<file path="config.mk">
export PLATFORM = sky130hd
export DESIGN_NAME = adc_channel_pair_sequencer
export DESIGN_NICKNAME = d
export VERILOG_FILES = /design/src/stack_mem.v /design/src/word_buffer.v /design/src/adc_channel_pair_sequencer.v
export VERILOG_INCLUDE_DIRS = /design/src /design/src/shared
export SDC_FILE = /design/constraint.sdc
export NUM_CORES = 1
export LEC_CHECK = 0
export ABC_AREA = 1
export BUFFER_PORTS_ARGS = -buffer_cell sky130_fd_sc_hd__buf_2
export CELL_PAD_IN_SITES_DETAIL_PLACEMENT = 2
export CELL_PAD_IN_SITES_GLOBAL_PLACEMENT = 2
export CORE_ASPECT_RATIO = 1.1
export CORE_MARGIN = 2
export CORE_UTILIZATION = 39
export DETAILED_ROUTE_END_ITERATION = 12
export GPL_TIMING_DRIVEN = 0
export HOLD_SLACK_MARGIN = 0.02
export PLACE_DENSITY_LB_ADDON = 0.08
export RECOVER_POWER = 100
export SLEW_MARGIN = 40
export SYNTH_ARGS = -nofsm -noshare
export SYNTH_HDL_FRONTEND = slang
export SYNTH_SLANG_ARGS = --single-unit
</file>
<file path="constraint.sdc">
create_clock -name aclk -period 7 [get_ports aclk]
set_input_delay 1.4 -clock aclk [delete_from_list [all_inputs] [get_ports aclk]]
set_output_delay 1.4 -clock aclk [all_outputs]
set_load 0.05 [all_outputs]
</file>
<file path="src/shared/seq_defs.vh">
// register map, field layout, reset values and codes of the channel-pair sequencer
`ifndef SEQ_DEFS_VH
`define SEQ_DEFS_VH

// -------------------------------------------------------------------
// register indices (byte address = index * 4)
// -------------------------------------------------------------------
`define IDX_CTRL         7'h02
`define IDX_CHAN_SEL     7'h03
`define IDX_STATUS       7'h04
`define IDX_STACK_INIT   7'h05
`define IDX_STACK_FIRST  7'h20
`define IDX_STACK_LAST   7'h3F
`define BANK_SEL_BIT     5

// -------------------------------------------------------------------
// fields
// -------------------------------------------------------------------
`define CTRL_STATUS_EN   0
`define CTRL_CHECK_EN    1
`define CTRL_SEQ_EN      2
`define LAYER_END_BIT    8
`define LAYER_ADDR_LSB   9
`define CTRL_RESET       3'h0
`define CHAN_SEL_RESET   8'h00

// -------------------------------------------------------------------
// select codes and fixed self-test results
// -------------------------------------------------------------------
`define SEL_SUPPLY       4'h8
`define SEL_REGULATOR    4'h9
`define SEL_SELF_TEST    4'hB
`define SELF_TEST_A      16'h2AAA
`define SELF_TEST_B      16'h1555
`define DEFAULT_PAIRS    8
`define STACK_DEPTH      32

// -------------------------------------------------------------------
// check value and bus answers
// -------------------------------------------------------------------
`define CRC_POLY         8'h07
`define CRC_INIT         8'h00
`define RESP_OKAY        2'b00
`define RESP_SLVERR      2'b10

`endif

</file>
<file path="src/stack_mem.v">
// 32-layer sequencer stack storage with registered read ports and reset defaults
`timescale 1ns/1ps
`include "seq_defs.vh"

module stack_mem (
  input  wire        aclk,
  input  wire        init,
  input  wire        wr_en,
  input  wire [4:0]  wr_addr,
  input  wire [8:0]  wr_data,
  input  wire [4:0]  bus_addr,
  output reg  [8:0]  bus_data,
  input  wire [4:0]  seq_addr,
  output reg  [8:0]  seq_data
);

  reg [8:0] layer_mem [0:`STACK_DEPTH-1];
  integer   i;

  // -------------------------------------------------------------------
  // storage: init restores pairs 0..7, last default layer ends the loop
  // -------------------------------------------------------------------
  always @(posedge aclk) begin
    if (init) begin
      for (i = 0; i < `STACK_DEPTH; i = i + 1) begin
        if (i < `DEFAULT_PAIRS)
          layer_mem[i] <= {(i == `DEFAULT_PAIRS - 1), i[3:0], i[3:0]};
        else
          layer_mem[i] <= 9'h000;
      end
    end else if (wr_en) begin
      layer_mem[wr_addr] <= wr_data;
    end
  end

  // read data come from flops, one cycle after the address
  always @(posedge aclk) begin
    bus_data <= layer_mem[bus_addr];
    seq_data <= layer_mem[seq_addr];
  end

endmodule

</file>
<file path="src/word_buffer.v">
// two-entry skid buffer between the sequencer and the result reader
`timescale 1ns/1ps

module word_buffer #(
  parameter WIDTH = 16
) (
  input  wire             aclk,
  input  wire             aresetn,
  input  wire             in_valid,
  output wire             in_ready,
  input  wire [WIDTH-1:0] in_data,
  output reg              out_valid,
  input  wire             out_ready,
  output reg  [WIDTH-1:0] out_data
);

  reg             skid_valid;
  reg [WIDTH-1:0] skid_data;

  // a full skid slot refuses input, so a stalled reader backs up the source
  assign in_ready = ~skid_valid;

  // -------------------------------------------------------------------
  // output stage plus one spare slot
  // -------------------------------------------------------------------
  always @(posedge aclk) begin
    if (!aresetn) begin
      out_valid  <= 1'b0;
      out_data   <= {WIDTH{1'b0}};
      skid_valid <= 1'b0;
      skid_data  <= {WIDTH{1'b0}};
    end else begin
      if (!out_valid || out_ready) begin
        if (skid_valid) begin
          // input was refused this cycle (in_ready low), so only drain the slot
          out_valid  <= 1'b1;
          out_data   <= skid_data;
          skid_valid <= 1'b0;
        end else begin
          out_valid <= in_valid;
          out_data  <= in_data;
        end
      end else if (in_valid && !skid_valid) begin
        skid_valid <= 1'b1;
        skid_data  <= in_data;
      end
    end
  end

endmodule

</file>
<file path="src/adc_channel_pair_sequencer.v">
// channel-pair sequencer, status word and AXI4-Lite register slave
`timescale 1ns/1ps
`include "seq_defs.vh"

// Behaviour
// - separate channel select register for single conversions
// - bank bit set: low five bits pick layer
// - each layer converts one A/B pair together
// - end flag D8 closes sequence, restart first
// - end flag clear: advance to next layer
// - B select: inputs 0-7, supply, regulator
// - code 1011 returns fixed self-test codes
// - A select in [3:0], same codes
// - layer bits [15:9] carry its address
// - reset restores pairs 0-7, others zero
// - status word read-only, writes ignored
// - status word appended after conversion words
// - status high nibbles give this pair's channel indices
// - status low byte is CRC of results
module adc_channel_pair_sequencer (
  input  wire        aclk,
  input  wire        aresetn,
  input  wire [31:0] s_axi_awaddr,
  input  wire        s_axi_awvalid,
  output reg         s_axi_awready,
  input  wire [31:0] s_axi_wdata,
  input  wire [3:0]  s_axi_wstrb,
  input  wire        s_axi_wvalid,
  output reg         s_axi_wready,
  output reg  [1:0]  s_axi_bresp,
  output reg         s_axi_bvalid,
  input  wire        s_axi_bready,
  input  wire [31:0] s_axi_araddr,
  input  wire        s_axi_arvalid,
  output reg         s_axi_arready,
  output reg  [31:0] s_axi_rdata,
  output reg  [1:0]  s_axi_rresp,
  output reg         s_axi_rvalid,
  input  wire        s_axi_rready,
  input  wire        convert_start,
  input  wire        convert_done,
  input  wire [13:0] side_a_code,
  input  wire [13:0] side_b_code,
  output reg  [3:0]  side_a_input_select,
  output reg  [3:0]  side_b_input_select,
  output reg         busy,
  output wire        result_valid,
  input  wire        result_ready,
  output wire [15:0] result_data
);

  // -------------------------------------------------------------------
  // sequencer states, one-hot
  // -------------------------------------------------------------------
  localparam [5:0] S_IDLE   = 6'b000001;
  localparam [5:0] S_FETCH  = 6'b000010;
  localparam [5:0] S_WAIT   = 6'b000100;
  localparam [5:0] S_PUSH_A = 6'b001000;
  localparam [5:0] S_PUSH_B = 6'b010000;
  localparam [5:0] S_PUSH_S = 6'b100000;

  // -------------------------------------------------------------------
  // functions
  // -------------------------------------------------------------------
  // one 16-bit word folded into the running check value, msb first
  function [7:0] crc8_word;
    input [7:0]  crc_in;
    input [15:0] word;
    integer      k;
    reg   [7:0]  c;
    begin
      c = crc_in;
      for (k = 15; k >= 0; k = k - 1) begin
        if (c[7] ^ word[k])
          c = {c[6:0], 1'b0} ^ `CRC_POLY;
        else
          c = {c[6:0], 1'b0};
      end
      crc8_word = c;
    end
  endfunction

  // result word for one side: self-test code overrides the converter
  function [15:0] side_word;
    input [3:0]  sel;
    input [13:0] code;
    input [15:0] fixed;
    begin
      if (sel == `SEL_SELF_TEST)
        side_word = fixed;
      else
        side_word = {2'b00, code};
    end
  endfunction

  // register index from a byte address; upper bits must be clear
  function [7:0] reg_index;
    input [31:0] addr;
    begin
      reg_index = {(addr[31:9] != 23'h0), addr[8:2]};
    end
  endfunction

  // -------------------------------------------------------------------
  // declarations
  // -------------------------------------------------------------------
  reg  [2:0]  ctrl_reg;
  reg  [7:0]  chan_sel_reg;
  reg  [15:0] status_reg;
  reg         init_reg;
  reg  [5:0]  state_reg;
  reg  [4:0]  layer_ptr_reg;
  reg         end_flag_reg;
  reg  [15:0] word_a_reg;
  reg  [15:0] word_b_reg;
  reg  [31:0] aw_addr_reg;
  reg  [31:0] w_data_reg;
  reg  [3:0]  w_strb_reg;
  reg  [31:0] ar_addr_reg;
  reg  [1:0]  rd_wait_reg;
  wire [8:0]  bus_rd_data;
  wire [8:0]  seq_rd_data;
  wire [7:0]  wr_idx;
  wire [7:0]  rd_idx;
  wire        wr_fire;
  wire        wr_is_layer;
  wire        rd_is_layer;
  wire        buf_in_ready;
  reg         buf_in_valid;
  reg  [15:0] buf_in_data;
  wire [15:0] lat_a;
  wire [15:0] lat_b;
  wire        append_en;

  assign wr_idx      = reg_index(aw_addr_reg);
  assign rd_idx      = reg_index(ar_addr_reg);
  assign wr_fire     = !s_axi_awready && !s_axi_wready && !s_axi_bvalid;
  // bank bit set inside the stack window selects a layer by its low five bits
  assign wr_is_layer = (wr_idx[7:6] == 2'b00) && wr_idx[`BANK_SEL_BIT];
  assign rd_is_layer = (rd_idx[7:6] == 2'b00) && rd_idx[`BANK_SEL_BIT];
  assign append_en   = ctrl_reg[`CTRL_STATUS_EN] | ctrl_reg[`CTRL_CHECK_EN];

  // -------------------------------------------------------------------
  // stack storage and result buffer
  // -------------------------------------------------------------------
  stack_mem u_stack (
    .aclk     (aclk),
    .init     (init_reg),
    .wr_en    (wr_fire && wr_is_layer && (w_strb_reg[1:0] == 2'b11)),
    .wr_addr  (wr_idx[4:0]),
    .wr_data  (w_data_reg[8:0]),
    .bus_addr (rd_idx[4:0]),
    .bus_data (bus_rd_data),
    .seq_addr (layer_ptr_reg),
    .seq_data (seq_rd_data)
  );

  word_buffer #(
    .WIDTH (16)
  ) u_buffer (
    .aclk      (aclk),
    .aresetn   (aresetn),
    .in_valid  (buf_in_valid),
    .in_ready  (buf_in_ready),
    .in_data   (buf_in_data),
    .out_valid (result_valid),
    .out_ready (result_ready),
    .out_data  (result_data)
  );

  // -------------------------------------------------------------------
  // AXI4-Lite write channel
  // -------------------------------------------------------------------
  // address and data are taken independently; the write happens once both are held
  always @(posedge aclk) begin
    if (!aresetn) begin
      s_axi_awready <= 1'b1;
      s_axi_wready  <= 1'b1;
      s_axi_bvalid  <= 1'b0;
      s_axi_bresp   <= `RESP_OKAY;
      aw_addr_reg   <= 32'h0000_0000;
      w_data_reg    <= 32'h0000_0000;
      w_strb_reg    <= 4'h0;
      ctrl_reg      <= `CTRL_RESET;
      chan_sel_reg  <= `CHAN_SEL_RESET;
      init_reg      <= 1'b1;
    end else begin
      init_reg <= 1'b0;
      if (s_axi_awvalid && s_axi_awready) begin
        aw_addr_reg   <= s_axi_awaddr;
        s_axi_awready <= 1'b0;
      end
      if (s_axi_wvalid && s_axi_wready) begin
        w_data_reg   <= s_axi_wdata;
        w_strb_reg   <= s_axi_wstrb;
        s_axi_wready <= 1'b0;
      end
      if (wr_fire) begin
        s_axi_bvalid <= 1'b1;
        s_axi_bresp  <= `RESP_OKAY;
        case (wr_idx)
          {1'b0, `IDX_CTRL}: begin
            if (w_strb_reg[0])
              ctrl_reg <= w_data_reg[2:0];
          end
          {1'b0, `IDX_CHAN_SEL}: begin
            if (w_strb_reg[0])
              chan_sel_reg <= w_data_reg[7:0];
          end
          {1'b0, `IDX_STATUS}: begin
            s_axi_bresp <= `RESP_OKAY;
          end
          {1'b0, `IDX_STACK_INIT}: begin
            if (w_strb_reg[0] && w_data_reg[0])
              init_reg <= 1'b1;
          end
          default: begin
            if (!wr_is_layer)
              s_axi_bresp <= `RESP_SLVERR;
          end
        endcase
      end
      if (s_axi_bvalid && s_axi_bready) begin
        s_axi_bvalid  <= 1'b0;
        s_axi_awready <= 1'b1;
        s_axi_wready  <= 1'b1;
      end
    end
  end

  // -------------------------------------------------------------------
  // AXI4-Lite read channel
  // -------------------------------------------------------------------
  // two wait cycles cover the registered stack read port
  always @(posedge aclk) begin
    if (!aresetn) begin
      s_axi_arready <= 1'b1;
      s_axi_rvalid  <= 1'b0;
      s_axi_rdata   <= 32'h0000_0000;
      s_axi_rresp   <= `RESP_OKAY;
      ar_addr_reg   <= 32'h0000_0000;
      rd_wait_reg   <= 2'b00;
    end else begin
      if (s_axi_arvalid && s_axi_arready) begin
        ar_addr_reg   <= s_axi_araddr;
        s_axi_arready <= 1'b0;
        rd_wait_reg   <= 2'b01;
      end else if (rd_wait_reg == 2'b01) begin
        rd_wait_reg <= 2'b10;
      end else if (rd_wait_reg == 2'b10) begin
        rd_wait_reg  <= 2'b00;
        s_axi_rvalid <= 1'b1;
        s_axi_rresp  <= `RESP_OKAY;
        if (rd_is_layer) begin
          // layer word shows its own address in the top bits
          s_axi_rdata <= {16'h0000, rd_idx[6:0], bus_rd_data};
        end else begin
          case (rd_idx)
            {1'b0, `IDX_CTRL}:       s_axi_rdata <= {29'h0, ctrl_reg};
            {1'b0, `IDX_CHAN_SEL}:   s_axi_rdata <= {24'h0, chan_sel_reg};
            {1'b0, `IDX_STATUS}:     s_axi_rdata <= {16'h0, status_reg};
            {1'b0, `IDX_STACK_INIT}: s_axi_rdata <= 32'h0000_0000;
            default: begin
              s_axi_rdata <= 32'h0000_0000;
              s_axi_rresp <= `RESP_SLVERR;
            end
          endcase
        end
      end
      if (s_axi_rvalid && s_axi_rready) begin
        s_axi_rvalid  <= 1'b0;
        s_axi_arready <= 1'b1;
      end
    end
  end

  // -------------------------------------------------------------------
  // buffer feed
  // -------------------------------------------------------------------
  always @* begin
    buf_in_valid = 1'b0;
    buf_in_data  = 16'h0000;
    case (state_reg)
      S_PUSH_A: begin
        buf_in_valid = 1'b1;
        buf_in_data  = word_a_reg;
      end
      S_PUSH_B: begin
        buf_in_valid = 1'b1;
        buf_in_data  = word_b_reg;
      end
      S_PUSH_S: begin
        buf_in_valid = 1'b1;
        buf_in_data  = status_reg;
      end
      default: begin
        buf_in_valid = 1'b0;
        buf_in_data  = 16'h0000;
      end
    endcase
  end

  assign lat_a = side_word(side_a_input_select, side_a_code, `SELF_TEST_A);
  assign lat_b = side_word(side_b_input_select, side_b_code, `SELF_TEST_B);

  // -------------------------------------------------------------------
  // sequencer
  // -------------------------------------------------------------------
  // starts are ignored while busy; a full buffer holds the push states
  always @(posedge aclk) begin
    if (!aresetn) begin
      state_reg           <= S_IDLE;
      layer_ptr_reg       <= 5'd0;
      end_flag_reg        <= 1'b0;
      side_a_input_select <= 4'h0;
      side_b_input_select <= 4'h0;
      word_a_reg          <= 16'h0000;
      word_b_reg          <= 16'h0000;
      status_reg          <= 16'h0000;
      busy                <= 1'b0;
    end else begin
      if (init_reg)
        layer_ptr_reg <= 5'd0;
      case (state_reg)
        S_IDLE: begin
          if (convert_start) begin
            busy <= 1'b1;
            if (ctrl_reg[`CTRL_SEQ_EN]) begin
              state_reg <= S_FETCH;
            end else begin
              side_a_input_select <= chan_sel_reg[3:0];
              side_b_input_select <= chan_sel_reg[7:4];
              state_reg           <= S_WAIT;
            end
          end
        end
        S_FETCH: begin
          // one layer names both sides; the pair is converted together
          side_a_input_select <= seq_rd_data[3:0];
          side_b_input_select <= seq_rd_data[7:4];
          end_flag_reg        <= seq_rd_data[`LAYER_END_BIT];
          state_reg           <= S_WAIT;
        end
        S_WAIT: begin
          if (convert_done) begin
            word_a_reg <= lat_a;
            word_b_reg <= lat_b;
            // channel indices of this pair plus check over both words
            status_reg <= {side_a_input_select, side_b_input_select,
                           crc8_word(crc8_word(`CRC_INIT, lat_a), lat_b)};
            state_reg  <= S_PUSH_A;
          end
        end
        S_PUSH_A: begin
          if (buf_in_ready)
            state_reg <= S_PUSH_B;
        end
        S_PUSH_B: begin
          if (buf_in_ready) begin
            if (ctrl_reg[`CTRL_SEQ_EN] && !init_reg) begin
              if (end_flag_reg)
                layer_ptr_reg <= 5'd0;
              else
                layer_ptr_reg <= layer_ptr_reg + 5'd1;
            end
            if (append_en) begin
              state_reg <= S_PUSH_S;
            end else begin
              state_reg <= S_IDLE;
              busy      <= 1'b0;
            end
          end
        end
        S_PUSH_S: begin
          if (buf_in_ready) begin
            state_reg <= S_IDLE;
            busy      <= 1'b0;
          end
        end
        default: begin
          state_reg <= S_IDLE;
          busy      <= 1'b0;
        end
      endcase
    end
  end

endmodule

</file>
---- After elaboration in Yosys (flattened, before gate mapping) ----
Memories as Yosys holds them, arrays and structs flattened. A register that Yosys moved wholly into a read port is not among the register bits.
Cells that the tools add are included.
word-level totals
  flip-flop bits (word level) ............. 233
  memory bits (writable) .................. 288
  input bits .............................. 138
  word-level logic and storage cells ...... 346
  memories ................................ 1
operators by class
  add/subtract/negate cells ............... 1
  equality and inequality tests ........... 26
  mux-type cells .......................... 175
  bitwise operators ....................... 68
  reduce and logical (&&, ||, !) cells .... 45
memories
  memory             depth  bits a word  read ports  clocked after Yosys merged registers in  write ports  line            RTL
  u_stack.layer_mem  32     9            2           2                                        32           stack_mem.v:17  reg [8:0] layer_mem [0:`STACK_DEPTH-1];
operators with widths
  kind                                                                    number
  8-bit two-way mux                                                       93
  3-bit two-way mux                                                       33
  16-bit one-hot mux with 3 select lines                                  2
  3-bit inverter                                                          31
  23-bit nonzero test                                                     2
  6-bit two-way mux                                                       6
  6-bit one-hot mux with 6 select lines                                   1
  8-bit by 2-bit equality test with 1-bit output (second input constant)  4
  8-bit by 3-bit equality test with 1-bit output (second input constant)  4
  16-bit two-way mux                                                      2
  5-bit two-way mux                                                       6
  14-bit two-way mux                                                      2
  1-bit bitwise XOR                                                       28
  1-bit two-way mux                                                       16
  4-bit two-way mux                                                       4
  4-bit one-hot mux with 2 select lines                                   2
  1-bit logical AND                                                       14
  2-bit != test (second input constant)                                   7
  2-bit two-way mux                                                       6
  3-bit AND reduction                                                     4
  5-bit AND reduction                                                     2
  9-bit two-way mux                                                       1
  9-bit OR reduction                                                      1
  4-bit equality test (second input constant)                             2
  other kinds (22)                                                        42

---- Longest topological paths before layout ----
  depth after elaboration ................. 156
  depth in mapped cells ................... 27
  mapped depth without buffers ............ 26

---- Hierarchy ----
From an unflattened synthesis, not the netlist that was laid out.
unflattened totals
  cells, all modules ...................... 3,538
  area total of the unflattened synthesis .. 26,386.6 µm²
by module, submodules not included
  module                      instances  cells an instance  area an instance (µm²)  seq. area each (µm²)
  stack_mem                   1          2,096              16,512.1                9,008.6
  adc_channel_pair_sequencer  1          1,222              8,340.5                 3,463.3
  word_buffer                 1          220                1,534.0                 680.7

---- Least setup slack after synthesis ----
No wires, ideal clock.
  path kind ............................... input-to-reg
  start ................................... input side_a_code[13]
  end ..................................... register status_reg[3]
  setup time .............................. 0.113 ns
  arrival ................................. 3.091 ns
  setup slack ............................. 3.796 ns
  cell stages on the path ................. 20
  cell sequence ........................... inv_1 nand3_1 nand2_1 nand2_1 nand2_1 nand2_1 nand3_1 nand2_2 nand2_1 nand3_1 nand2_1 nand2_1 nand3_1 nand2_1 nand2_1 nand2_2 nand2_1 nand2_1 o21ai_1 inv_1
between the ends
  word-level cells in the longest chain between the ends .. 106
  elaborated cells between the ends (all ways) .. 142
  those cells by class .................... 109 x mux; 33 x bitwise
ends and longest elaborated chain
  item                                                                  line                              RTL
  start: declaration                                                    adc_channel_pair_sequencer.v:42   input wire [13:0] side_a_code,
  14-bit two-way mux *                                                  adc_channel_pair_sequencer.v:89   if (sel == `SEL_SELF_TEST)
  1-bit bitwise XOR *                                                   adc_channel_pair_sequencer.v:74   if (c[7] ^ word[k])
  3-bit two-way mux *                                                   adc_channel_pair_sequencer.v:74
  8-bit two-way mux *                                                   adc_channel_pair_sequencer.v:345  if (convert_done) begin
  8-bit two-way mux *                                                   adc_channel_pair_sequencer.v:324  case (state_reg)
  8-bit two-way mux *                                                   adc_channel_pair_sequencer.v:311  if (!aresetn) begin
  8-bit two-way mux *                                                   adc_channel_pair_sequencer.v:345
  8-bit two-way mux *                                                   adc_channel_pair_sequencer.v:324
  [90 not listed]                                                       n/a
  8-bit two-way mux *                                                   adc_channel_pair_sequencer.v:345
  8-bit two-way mux *                                                   adc_channel_pair_sequencer.v:324
  8-bit two-way mux *                                                   adc_channel_pair_sequencer.v:311
  3-bit inverter (no source line) or 1-bit bitwise XOR (tied branches)  n/a
  3-bit two-way mux *                                                   adc_channel_pair_sequencer.v:74
  8-bit two-way mux *                                                   adc_channel_pair_sequencer.v:345
  8-bit two-way mux *                                                   adc_channel_pair_sequencer.v:324
  8-bit two-way mux *                                                   adc_channel_pair_sequencer.v:311
  end signal: assignment                                                adc_channel_pair_sequencer.v:349  status_reg <= {side_a_input_select, side_b_input_select,
  end: declaration                                                      adc_channel_pair_sequencer.v:109  reg [15:0] status_reg;
Every way passes the cells marked *; elsewhere a longest branch is shown, timed or not. The select of a mux whose other input is x is not followed.
A chain may end at the register's enable or synchronous reset.

==> impl_metrics.tcl <==
set metrics [dict create \
    yosysSeqAreaShare_pct 53.0 \
    worst-setup-path-type "flip-flop to flip-flop" \
    start_util_pct 39.6 \
    remaining_drc_errors 0 \
    first_iter_violations 2716 \
    fill_cells 7070 \
    cts_root_buffer "clkbuf_16" \
    fp.coreArea_um2 62700 \
    place_ws_ps 2940 \
    worst_slack_ps 2160 \
    rsz0062_at_grt "no" \
    tightest_slew_ps 1680 \
    wl_per_cell_um 35.1 \
    slew_headroom_pct -12.5 \
    fin_worst_skew_ps 37.3 \
    clk_latency_ps 650 \
    cts_tree "built" \
    synth_top_area_share_pct 34.9 \
    violations "capacitance limit, slew limit" \
    worstRegToRegCells 9 \
    whs_endpoint "s_axi_rresp[1]" \
    largest_register_ffs 288 \
    hold_violations 0 \
    ir_drop_uv 246 \
    cts_setup_buffers 0 \
    postSynth.asyncResetShare_pct 0 \
    synth.distinct_cells 52 \
    fin_nets 3409 \
    synth-seq-cells 513 \
    max-clock-path-buffers 3 \
    cts_buffers 57 \
    io_buffers 157 \
    first_global_vias 28018 \
    fp.dieW_um 244 \
    synth_edf_count 288 \
    worstHoldPathCells 2 \
    worstHoldPathType "flip-flop to flip-flop" \
    die_area_um2 65600 \
    seqCellArea_um2 13200 \
    num_io_pins 205 \
    routabilityCongestion 1.05 \
    synth.top_cells.by_count "nor2_1 (600), nand2_1 (514), o21ai_0 (371)" \
    yosysMostFrequentCell "nor2_1" \
    multi_input_area_um2 10200 \
    clkSlewWorstSetupHoldPaths_ps 60 \
    placedCellCount 4042 \
    hpwlAfterDp_um 104000 \
    grt_max_degree 15 \
    netlist_area_um2 24800 \
    setup_viol 0 \
    drtAntennaViolNets 0 \
    final_cells 4151 \
    required_ps 7270 \
    status "finished with violations" \
    syn_area_per_cell_um2 8.18 \
    grt_pass1_wl_um 204000 \
    vias 26123 \
    arrival_ps 5110 \
    fp.dieH_um 269 \
    leakagePower_nw 11.0 \
    synthTopCellsByArea "edfxtp_1 (35%), dfxtp_1 (18%), nor2_1 (9.1%)" \
    rr_endpoint "u_stack.layer_mem[3][1]" \
    htreeDepth 2 \
    power_density_nw_per_um2 283 \
    synthFlopType "edfxtp_1" \
    synthCells 3034 \
    rows 96 \
    layout_min_cycle_time_ps 4840 \
    ctsResizeCount 0 \
    setup_tns_ps 0 \
    grtUsageTotal_pct 43.8 \
    totalWireLength_um 146000 \
    r2r_slack_ps 2160 \
    start_kind "flip-flop" \
    r2r_start "aw_addr_reg[13]" \
    postCtsHoldBufs 0 \
    grt_antenna_before_repair 7 \
    yosysTopAreaCell "edfxtp_1" \
    hp-start "s_axi_rresp[1]" \
    via_per_inst 6.29 \
    end_kind "flip-flop" \
    fin_crit_sh_pct 69.1 \
    area_growth_pct 15.8 \
    report.final.slew_viol_count 16 \
    drive_gt1_share_pct 10.6 \
    overflow 0 \
    cp_max_fo 9 \
    cts.sinks 513 \
    cap_violations 2 \
    yosys_warnings 0 \
    fmax_mhz 207 \
    drt_first_pass_iters 5 \
]
-- worst max-delay path by stage --
| stage | start | end | slack (ps) | cells past startpoint |
|---|---|---|---|---|
| after floorplan | side_a_code[13] | status_reg[3] | 3800 | 20 |
| after global placement | aw_addr_reg[13] | u_stack.layer_mem[3][0] | 2770 | 9 |
| after detailed placement | side_a_code[13] | status_reg[2] | 2940 | 23 |
| after CTS | aw_addr_reg[13] | u_stack.layer_mem[7][5] | 2820 | 9 |
| after global routing | aw_addr_reg[13] | u_stack.layer_mem[7][5] | 2180 | 9 |
| final | aw_addr_reg[13] | u_stack.layer_mem[3][1] | 2160 | 9 |
-- critical path, stage by stage (launching register included) --
cell     delay, ps
dfxtp_1        320
nor4_1         470
nand4_1        220
nor3_1         490
nand2_1        210
nor2_1        1210
inv_1          220
nor2_1         610
inv_1          270
nand2_1        450
-- area by class of cell --
class                   count  share of cell area (%)
repair buffers            158                    2.54
diodes                      3                  0.0261
plain buffers             210                    3.33
flip-flops and latches    513                    45.8
inverters                 173                    2.26
multi-input cells        2155                    35.6
clock inverters            25                   0.954
clock buffers              81                    5.84
well taps                 833                    3.63
-- power breakdown --
group | switching [mW] | internal (mW)
clock | 1.37 | 1.85
sequential | 0.139 | 3.34
combinational | 1.11 | 0.318
total | 2.62 | 5.51
-- logic make-up after synthesis --
logic type	count (synthesis)	synth area share, %
AOI/OAI and AO/OA	786	17.8
xor gates and xnor gates	15	0.802
adders and majority gates	3	0.151
buffers and inverters	383	6.16
DFF	513	53.0
other	1	0.0151
and+or+nand+nor	1333	22.1
-- through the flow --
| stage | hold WS (ps) | power (mW) | area, um^2 | utilization, % |
|---|---|---|---|---|
| floorplan | 423 | 4.27 | 24900 | - |
| global placement | 433 | 4.79 | 26700 | 42.6 |
| detailed placement | 443 | 4.88 | 26800 | 42.8 |
| CTS | 467 | 8.07 | 28800 | 45.9 |
| global route | 493 | 8.30 | 28700 | 45.8 |
| finish | 469 | 8.13 | 28700 | 45.8 |
-- placed cells by master, fill, tap and decap left out, types with 5 or more instances in the layout --
cell type and n:
clkinv_1 14, buf_4 19, a31oi_1 25, clkbuf_1 182
a2111oi_0 5, nand2_1 518, a22oi_1 87, edfxtp_1 288
conb_1 18, nor4_1 10, clkbuf_2 64, nor3_1 16
o22ai_1 77, clkinv_2 11, o21ai_0 371, inv_2 12
bufinv_16 5, nor2_1 600, nand3_2 11, buf_2 108
clkbuf_8 12, nand4_1 37, dfxtp_1 225, o211ai_1 7
nand3_1 101, nand3b_1 5, xor2_1 5, nand2_2 16
clkbuf_16 59, a211oi_1 5, inv_1 150, a21oi_1 184
-- routing by layer --
layer  wire length (um)  track usage, %
met3              11600            8.47
met1              50500            47.7
met4              15800            39.5
met5                 29               0
met2              67800            73.1
Power figures use the tool's default switching activity.
